### src/include/scc_defines.svh
// Purpose: Offsets, field positions, reset values and counts of the block.
// Assumes: Register index times four gives the APB byte address.
// Notes: Constants only; no logic lives here.
`ifndef SCC_DEFINES_SVH
`define SCC_DEFINES_SVH

// Register indexes, compared against paddr[11:2].
`define SCC_IDX_CTRL0 10'h0E0
`define SCC_IDX_CLKSEL 10'h0E1
`define SCC_IDX_MODE 10'h0E2
`define SCC_IDX_NOISE 10'h0E3
`define SCC_IDX_KEY 10'h0E4
`define SCC_IDX_DBL_A 10'h0E8
`define SCC_IDX_DBL_B 10'h0E9

// Field positions.
`define SCC_CTRL0_WUF 2
`define SCC_CLKSEL_SRC 3
`define SCC_MODE_CLKOUT 6
`define SCC_MODE_WUP_LO 4
`define SCC_MODE_STB_LO 2
`define SCC_MODE_HOLD 0
`define SCC_NOISE_PROT 7
`define SCC_NOISE_SPARE_LO 4
`define SCC_NOISE_ALE 3
`define SCC_NOISE_EXT 2
`define SCC_NOISE_DRVH 1
`define SCC_NOISE_DRVL 0
`define SCC_DBL_A_TM 4

// Reset values.
`define SCC_RST_GEAR 3'h4
`define SCC_RST_WUP 2'h2
`define SCC_RST_STB 2'h3
`define SCC_RST_SPARE 3'h2
`define SCC_RST_DBL_B 8'h13

// Protection key and warm-up lengths in input clock periods.
`define SCC_KEY_OPEN 8'h1F
`define SCC_WUP_SHORT_CYC 17'h00100
`define SCC_WUP_MID_CYC 17'h04000
`define SCC_WUP_LONG_CYC 17'h10000

`endif

### src/include/scc_pkg.sv
// Purpose: Types shared by the clock configuration block.
// Assumes: Used together with scc_defines.svh.
// Notes: Holds enums and structs only.
package scc_pkg;

  typedef enum logic [1:0]
  {
    SCC_STB_RSVD = 2'b00,
    SCC_STB_STOP = 2'b01,
    SCC_STB_IDLE_ONE = 2'b10,
    SCC_STB_IDLE_TWO = 2'b11
  } scc_standby_e;

  typedef struct packed
  {
    logic system_clock_source_sel;
    logic clock_out_sel;
    logic [2:0] gear_sel;
    logic [1:0] prescaler_source_sel;
    logic [1:0] warmup_time_sel;
    scc_standby_e standby_mode;
    logic standby_pin_hold;
    logic latch_strobe_out_enable;
    logic external_fast_clock_in;
    logic fast_osc_drive;
    logic slow_osc_drive;
    logic protect;
  } scc_ctrl_s;

  typedef struct packed
  {
    scc_ctrl_s ctrl;
    logic [2:0] spare;
    logic dbl_a_tm;
    logic [7:0] dbl_b;
    logic [7:0] rdata;
  } scc_state_s;

  typedef struct packed
  {
    logic busy;
    logic [16:0] cnt;
  } scc_wup_state_s;

endpackage

### src/rtl/scc_warmup.sv
// Purpose: Warm-up timer counting a programmed number of clock periods.
// Assumes: start is a one-cycle pulse from logic on the same clock.
// Notes: A start while busy restarts the count from the new length.
`timescale 1ns/1ps
`include "scc_defines.svh"
`default_nettype none

module scc_warmup
  import scc_pkg::*;
(
  input wire logic pclk,
  input wire logic presetn,
  input wire logic start,
  input wire logic [16:0] length,
  output logic busy
);

  scc_wup_state_s st_r;
  scc_wup_state_s st_nxt;

  // A start always wins, so a restart is never lost to a finishing count.
  always_comb
  begin
    st_nxt = st_r;
    if (start)
    begin
      st_nxt.busy = 1'b1;
      st_nxt.cnt = length - 17'h00001;
    end
    else if (st_r.busy)
    begin
      if (st_r.cnt == 17'h00000)
        st_nxt.busy = 1'b0;
      else
        st_nxt.cnt = st_r.cnt - 17'h00001;
    end
  end

  // State register.
  always_ff @(posedge pclk or negedge presetn)
  begin
    if (!presetn)
      st_r <= '0;
    else
      st_r <= st_nxt;
  end

  assign busy = st_r.busy;

endmodule

`default_nettype wire

### src/rtl/scc_top.sv
// Purpose: Software view of system clock, standby and noise settings.
// Assumes: APB slave on pclk; clock inputs are muxed, never sampled.
// Notes: Zero-wait APB; read data is captured in the setup cycle.
//
// How it works
// - System clock comes from fast clock at 0, slow clock at 1; reset 0.
// - Clock out pin carries slow clock at 0, gear clock at 1; reset 0.
// - Warm-up field picks 2^8, 2^14 or 2^16 periods; 00 reserved; reset 10.
// - Standby field picks stop, idle-one or idle-two on halt; reset 11.
// - In stop or idle-one, pins go off unless pin hold is 1.
// - Unused clock select bits 7:4 and mode bits 7,1 read undefined.
// - Key 1Fh clears protection, any other key sets it; flag at bit 7.
// - Writing 1 to warm-up flag starts timer; it reads 1 until done.
`timescale 1ns/1ps
`include "scc_defines.svh"
`default_nettype none

module scc_top
  import scc_pkg::*;
#(
  parameter logic [16:0] WUP_MID_CYC = `SCC_WUP_MID_CYC,
  parameter logic [16:0] WUP_LONG_CYC = `SCC_WUP_LONG_CYC
)
(
  input wire logic pclk,
  input wire logic presetn,
  input wire logic psel,
  input wire logic penable,
  input wire logic pwrite,
  input wire logic [11:0] paddr,
  input wire logic [31:0] pwdata,
  output logic [31:0] prdata,
  output logic pready,
  output logic pslverr,
  input wire logic fast_oscillator_clock,
  input wire logic slow_oscillator_clock,
  input wire logic gear_clock,
  input wire logic halt_active,
  output logic system_clock,
  output logic clock_out_pin,
  output logic pins_io_off,
  output logic warmup_busy,
  output var scc_ctrl_s ctrl
);

  scc_state_s st_r;
  scc_state_s st_nxt;
  logic [9:0] idx;
  logic aligned;
  logic setup_rd;
  logic acc_wr;
  logic mapped;
  logic guarded;
  logic wup_start;
  logic [16:0] wup_len;
  logic [7:0] wb;

  // Address decode; only word-aligned accesses reach a register.
  assign idx = paddr[11:2];
  assign aligned = (paddr[1:0] == 2'h0);
  assign wb = pwdata[7:0];
  assign setup_rd = psel && !penable && !pwrite;
  assign acc_wr = psel && penable && pwrite;

  always_comb
  begin
    mapped = 1'b0;
    guarded = 1'b0;
    if (aligned)
    begin
      unique case (idx)
        `SCC_IDX_CTRL0, `SCC_IDX_CLKSEL, `SCC_IDX_MODE, `SCC_IDX_NOISE:
        begin
          mapped = 1'b1;
          guarded = 1'b1;
        end
        `SCC_IDX_KEY, `SCC_IDX_DBL_A, `SCC_IDX_DBL_B:
          mapped = 1'b1;
        default:
          mapped = 1'b0;
      endcase
    end
  end

  // Every access completes in its first access cycle.
  assign pready = 1'b1;

  // Errors flag unmapped addresses and writes blocked by protection.
  assign pslverr = psel && penable &&
                   (!mapped || (pwrite && guarded && st_r.ctrl.protect));

  // The timer starts on an accepted write of 1 to the warm-up flag bit.
  assign wup_start = acc_wr && aligned && (idx == `SCC_IDX_CTRL0) &&
                     !st_r.ctrl.protect && wb[`SCC_CTRL0_WUF];

  // Reserved code 00 falls back to the shortest wait rather than none.
  always_comb
  begin
    unique case (st_r.ctrl.warmup_time_sel)
      2'b10: wup_len = WUP_MID_CYC;
      2'b11: wup_len = WUP_LONG_CYC;
      default: wup_len = `SCC_WUP_SHORT_CYC;
    endcase
  end

  scc_warmup u_warmup
  (
    .pclk(pclk),
    .presetn(presetn),
    .start(wup_start),
    .length(wup_len),
    .busy(warmup_busy)
  );

  // Next state: register writes in the access cycle, read data in setup.
  always_comb
  begin
    st_nxt = st_r;
    if (acc_wr && aligned)
    begin
      if (!st_r.ctrl.protect)
      begin
        unique case (idx)
          `SCC_IDX_CTRL0:
            st_nxt.ctrl.prescaler_source_sel = wb[1:0];
          `SCC_IDX_CLKSEL:
          begin
            st_nxt.ctrl.system_clock_source_sel =
              wb[`SCC_CLKSEL_SRC];
            st_nxt.ctrl.gear_sel = wb[2:0];
          end
          `SCC_IDX_MODE:
          begin
            st_nxt.ctrl.clock_out_sel = wb[`SCC_MODE_CLKOUT];
            st_nxt.ctrl.warmup_time_sel =
              wb[`SCC_MODE_WUP_LO +: 2];
            st_nxt.ctrl.standby_mode =
              scc_standby_e'(wb[`SCC_MODE_STB_LO +: 2]);
            st_nxt.ctrl.standby_pin_hold = wb[`SCC_MODE_HOLD];
          end
          `SCC_IDX_NOISE:
          begin
            st_nxt.spare = wb[`SCC_NOISE_SPARE_LO +: 3];
            st_nxt.ctrl.latch_strobe_out_enable =
              wb[`SCC_NOISE_ALE];
            st_nxt.ctrl.external_fast_clock_in = wb[`SCC_NOISE_EXT];
            st_nxt.ctrl.fast_osc_drive = wb[`SCC_NOISE_DRVH];
            st_nxt.ctrl.slow_osc_drive = wb[`SCC_NOISE_DRVL];
          end
          default:
          begin
          end
        endcase
      end
      // The key and the doubler registers stay writable under protection.
      unique case (idx)
        `SCC_IDX_KEY:
          st_nxt.ctrl.protect = (wb != `SCC_KEY_OPEN);
        `SCC_IDX_DBL_A:
          st_nxt.dbl_a_tm = wb[`SCC_DBL_A_TM];
        `SCC_IDX_DBL_B:
          st_nxt.dbl_b = wb;
        default:
        begin
        end
      endcase
    end
    // Unused bits read as zero, one legal choice for undefined values.
    if (setup_rd)
    begin
      st_nxt.rdata = 8'h00;
      if (aligned)
      begin
        unique case (idx)
          `SCC_IDX_CTRL0:
          begin
            st_nxt.rdata[`SCC_CTRL0_WUF] =
              warmup_busy || wup_start;
            st_nxt.rdata[1:0] = st_r.ctrl.prescaler_source_sel;
          end
          `SCC_IDX_CLKSEL:
          begin
            st_nxt.rdata[`SCC_CLKSEL_SRC] =
              st_r.ctrl.system_clock_source_sel;
            st_nxt.rdata[2:0] = st_r.ctrl.gear_sel;
          end
          `SCC_IDX_MODE:
          begin
            st_nxt.rdata[`SCC_MODE_CLKOUT] = st_r.ctrl.clock_out_sel;
            st_nxt.rdata[`SCC_MODE_WUP_LO +: 2] =
              st_r.ctrl.warmup_time_sel;
            st_nxt.rdata[`SCC_MODE_STB_LO +: 2] = st_r.ctrl.standby_mode;
            st_nxt.rdata[`SCC_MODE_HOLD] =
              st_r.ctrl.standby_pin_hold;
          end
          `SCC_IDX_NOISE:
          begin
            st_nxt.rdata[`SCC_NOISE_PROT] = st_r.ctrl.protect;
            st_nxt.rdata[`SCC_NOISE_SPARE_LO +: 3] = st_r.spare;
            st_nxt.rdata[`SCC_NOISE_ALE] =
              st_r.ctrl.latch_strobe_out_enable;
            st_nxt.rdata[`SCC_NOISE_EXT] = st_r.ctrl.external_fast_clock_in;
            st_nxt.rdata[`SCC_NOISE_DRVH] = st_r.ctrl.fast_osc_drive;
            st_nxt.rdata[`SCC_NOISE_DRVL] = st_r.ctrl.slow_osc_drive;
          end
          `SCC_IDX_DBL_A:
            st_nxt.rdata[`SCC_DBL_A_TM] = st_r.dbl_a_tm;
          `SCC_IDX_DBL_B:
            st_nxt.rdata = st_r.dbl_b;
          default:
            st_nxt.rdata = 8'h00;
        endcase
      end
    end
  end

  // State register; reset gives the documented defaults.
  always_ff @(posedge pclk or negedge presetn)
  begin
    if (!presetn)
    begin
      st_r <= '0;
      st_r.ctrl.gear_sel <= `SCC_RST_GEAR;
      st_r.ctrl.warmup_time_sel <= `SCC_RST_WUP;
      st_r.ctrl.standby_mode <= SCC_STB_IDLE_TWO;
      st_r.ctrl.fast_osc_drive <= 1'b1;
      st_r.ctrl.slow_osc_drive <= 1'b1;
      st_r.spare <= `SCC_RST_SPARE;
      st_r.dbl_b <= `SCC_RST_DBL_B;
    end
    else
    begin
      st_r <= st_nxt;
    end
  end

  assign prdata = {24'h000000, st_r.rdata};
  assign ctrl = st_r.ctrl;

  // Glitch-free switching is left to the clock cells that follow.
  assign system_clock = st_r.ctrl.system_clock_source_sel ?
                        slow_oscillator_clock :
                        fast_oscillator_clock;
  assign clock_out_pin = st_r.ctrl.clock_out_sel ?
                         gear_clock : slow_oscillator_clock;

  // Idle-two keeps pins live; stop and idle-one honour pin hold.
  assign pins_io_off = halt_active && !st_r.ctrl.standby_pin_hold &&
                       (st_r.ctrl.standby_mode == SCC_STB_STOP ||
                        st_r.ctrl.standby_mode == SCC_STB_IDLE_ONE);
endmodule

`default_nettype wire

### config.mk
export PLATFORM = sky130hd
export DESIGN_NAME = scc_top
export DESIGN_NICKNAME = d
export VERILOG_FILES = /design/src/include/scc_pkg.sv /design/src/rtl/scc_warmup.sv /design/src/rtl/scc_top.sv
export VERILOG_INCLUDE_DIRS = /design/src /design/src/include
export SDC_FILE = /design/constraint.sdc
export NUM_CORES = 1
export LEC_CHECK = 0
export BUFFER_PORTS_ARGS = -buffer_cell sky130_fd_sc_hd__buf_4
export CORE_UTILIZATION = 52
export CTS_BUF_LIST = sky130_fd_sc_hd__clkbuf_16
export DETAILED_ROUTE_END_ITERATION = 12
export PLACE_DENSITY = 0.81
export SLEW_MARGIN = 20
export SYNTH_ARGS = -nofsm -noshare
export SYNTH_HDL_FRONTEND = slang
export SYNTH_SLANG_ARGS = --single-unit
### constraint.sdc
create_clock -name pclk -period 2.6 [get_ports pclk]
set_input_delay 0.52 -clock pclk [delete_from_list [all_inputs] [get_ports pclk]]
set_output_delay 0.52 -clock pclk [all_outputs]
set_load 0.05 [all_outputs]
==> flow_summary.json <==
{
  "run_status": "finished clean",
  "timing.final.crit_share_pct": 80.4,
  "drt-wirelength-per-cell_um": 17.7,
  "skew_pair_late_insertion_delay_ns": 0.30,
  "antenna_cells_inserted": 0,
  "sequential_cell_area_mm2": 0.00139,
  "drt_drc_violations_left": 0,
  "placement.io_buffers": 58,
  "synth_area_leaders": "sky130_fd_sc_hd__dfrtp_1 (32%), sky130_fd_sc_hd__buf_4 (11%), sky130_fd_sc_hd__mux2_2 (10%)",
  "final.setup.tns_ns": 0,
  "worstPathRequired_ns": 2.08,
  "worst_path_most_repeated_cell": "sky130_fd_sc_hd__buf_4",
  "timing.final.setup_violations": 0,
  "areaGrowthSynthToFinish_pct": 12.0,
  "cp_cell_sequence": "buf_4, or2_2, nor2_1, a31oi_2, buf_4",
  "routabilityCongestion": 0.920,
  "timing_worst_setup_path_type": "in -> out",
  "count_of_vias_placed_by_the_detailed_router": 2855,
  "die_width_um": 83.8,
  "yosys.cell_count.top_type": "sky130_fd_sc_hd__buf_4",
  "drt.antenna.violating_nets": 0,
  "slew_violations": 0,
  "grt_remaining_overflow": 0,
  "crit_path_max_fanout": 4,
  "timing_hold_violations_final": 0,
  "syn_area_mm2": 0.00348,
  "num_rows": 29,
  "grt_start_max_net_pins": 56,
  "setup_repair_after_global_routing_missed_its_margin": "false",
  "timing.max_slew.rel_slack_pct": 52.9,
  "clk_path_buf_depth": 2,
  "post-place-cells": 452,
  "die_area_mm2": 0.00702,
  "post_synth_most_frequent_cells": "sky130_fd_sc_hd__buf_4 (50), sky130_fd_sc_hd__dfrtp_1 (45), sky130_fd_sc_hd__mux2_2 (32)",
  "static-leakage-power_nw": 1.72,
  "timing.clock.skew_ns": 0.00764,
  "drt-total-wl_um": 8140,
  "grt_usage_pct": 23.3,
  "via_count_of_the_first_global_routing_pass": 2614,
  "grt_antenna_before_repair": 0,
  "slowest_delay_ns": 0.30,
  "post-route-min-period_ns": 2.09,
  "cts_tree": "done",
  "chipHeight_um": 83.8,
  "synth.largest_area_cell": "sky130_fd_sc_hd__dfrtp_1",
  "grt_first_pass_wirelength_um": 13000,
  "number_of_standard_cells_in_the_layout_taps_in_and_fillers_out": 460,
  "crit_slowest_cell": "sky130_fd_sc_hd__or2_2",
  "drt_first_pass_iters": 5,
  "layout-drive-gt1-share_pct": 33.9,
  "cts_setup_buffers": 0,
  "critical_path_buf_inv_count": 2,
  "cts_repair_resize_count": 0,
  "vdd_drop_max_uv": 300,
  "drv_cap": 0,
  "clock_sink_count": 55,
  "timing.hold.worst.class": "in -> async",
  "syn-instance-count": 346,
  "ys_dominant_reg_cell": "sky130_fd_sc_hd__dfrtp_1",
  "critPathLaunchType": "primary input",
  "synthesized_area_divided_by_synthesized_cell_count_um2": 10.1,
  "synth-seq-cells": 55,
  "synth_cell_types": 57,
  "synth_edf_count": 0,
  "seq_area_frac_synth_pct": 39.9,
  "dp.final_hpwl_um": 5880,
  "area_of_the_multi_input_gates_mm2": 0.00173,
  "ctsRootBufferMaster": "sky130_fd_sc_hd__clkbuf_16",
  "io_pins": 108,
  "asyncSetResetFlopFracSynth_pct": 100,
  "detailed_route_vias_per_instance": 6.21,
  "ctsHtreeMaxLevel": 2,
  "achievable-frequency_ghz": 0.478,
  "drt-initial-drc-count": 368,
  "layout.core_utilization_pct": 61.0,
  "nets": 436,
  "worst-slew-pin-transition_ns": 0.697,
  "design.core.area_mm2": 0.00639,
  "cts_buf_count": 5,
  "initial_core_util_pct": 54.5,
  "share_of_the_synthesized_area_in_the_top_cell_type_pct": 32.4,
  "power_density_mw_per_mm2": 498,
  "clkSlewWorstSetupHoldPaths_ns": 0.07,
  "cts_hold_buffers": 0,
  "timing.critical_path.arrival_ns": 1.57,
  "final.fill_count": 529,
  "synth_warnings": 0,
  "endpoint_kind": "output pin",
  "path_delay_family": "simple AND/OR/NAND/NOR gates"
}
==> worst paths after layout <==
check,slack [ns],cells after the start,end,startpoint
worst max-delay path,0.51,5,pslverr,paddr[11]
worst min-delay path,0.27,1,ctrl[3],presetn
worst max register to register,0.56,4,u_warmup.st_r[6],u_warmup.st_r[7]
worst min register to register,0.49,2,prdata[3],prdata[3]
max in group asynchronous,1.88,1,st_r[15],presetn
min in group pclk,0.49,2,st_r[14],pwdata[6]
==> cells by family after synthesis <==
logic type	share of synthesized area, %
and+or+nand+nor	19.7
buffers and inverters	13.1
AOI/OAI and AO/OA	11.7
DFF	39.9
muxes	14.7
other	0.216
adders and majority gates	0.360
xor gates and xnor gates	0.252
==> stage by stage <==
step	hold slack (ns)	worst slack, ns	cell area (µm²)	power, mW
2_1_floorplan	0.224	0.215	3570	1.19
3_3_place_gp	0.472	0.278	3740	1.24
3_5_place_dp	0.478	0.249	3740	1.25
4_1_cts	0.295	0.525	3900	1.94
5_1_grt	0.325	0.424	3900	2.01
6_report	0.265	0.509	3900	1.94
==> worst reg2reg max path, stage by stage, from the launching register on <==
cell	delay, ns
sky130_fd_sc_hd__dfrtp_1	0.44
sky130_fd_sc_hd__or4_1	0.70
sky130_fd_sc_hd__nor4_4	0.34
sky130_fd_sc_hd__nor4_1	0.07
sky130_fd_sc_hd__or3b_1	0.37
==> cell type report <==
type / count / area share [%]
Sequential cell: 55 / 35.6
Clock inverter: 3 / 0.674
Multi-Input combinational cell: 246 / 44.3
Clock buffer: 5 / 3.21
Inverter: 6 / 0.578
Timing Repair Buffer: 68 / 13.1
Tap cell: 77 / 2.47
==> routing by layer <==
metal	part of all wire [%]	global-route usage [%]	up-vias	wire, µm
met2	48	37.3	147	3930
met4	1.3	6.32	0	102
met3	6.8	4.35	14	550
met5	0	0	-	0
li1	-	-	1292	-
met1	44	32.7	1402	3560
==> flip-flops by register name, summed over array words and instances (netlist names) <==
| register | count |
|---|---|
| u_warmup.st_r | 17 |
| ctrl | 17 |
| st_r | 12 |
| prdata | 8 |
| u_warmup.busy | 1 |
==> cell usage in the layout, fill, tap and decap left out, drive strengths merged, types with 4 or more instances in the layout <==
| cell type | count |
|---|---|
| or2 | 4 |
| dfstp | 10 |
| buf | 68 |
| mux2i | 13 |
| nand2 | 20 |
| nand4 | 8 |
| o31ai | 6 |
| nand3b | 4 |
| or4 | 4 |
| nand3 | 9 |
| conb | 25 |
| nor2 | 12 |
| clkbuf | 5 |
| a31oi | 17 |
| o21ai | 13 |
| o31a | 4 |
| inv | 8 |
| a21oi | 6 |
| dfrtp | 45 |
| nor3b | 4 |
| nor4 | 11 |
| mux2 | 32 |
| nor3 | 12 |
==> power by group <==
part	total, mW	switching (mW)	internal (mW)
Combinational	0.306	0.209	0.0976
Sequential	0.936	0.0492	0.887
Clock	0.697	0.331	0.367
Total	1.94	0.589	1.35
No activity file was read; power rests on OpenSTA's default activity.
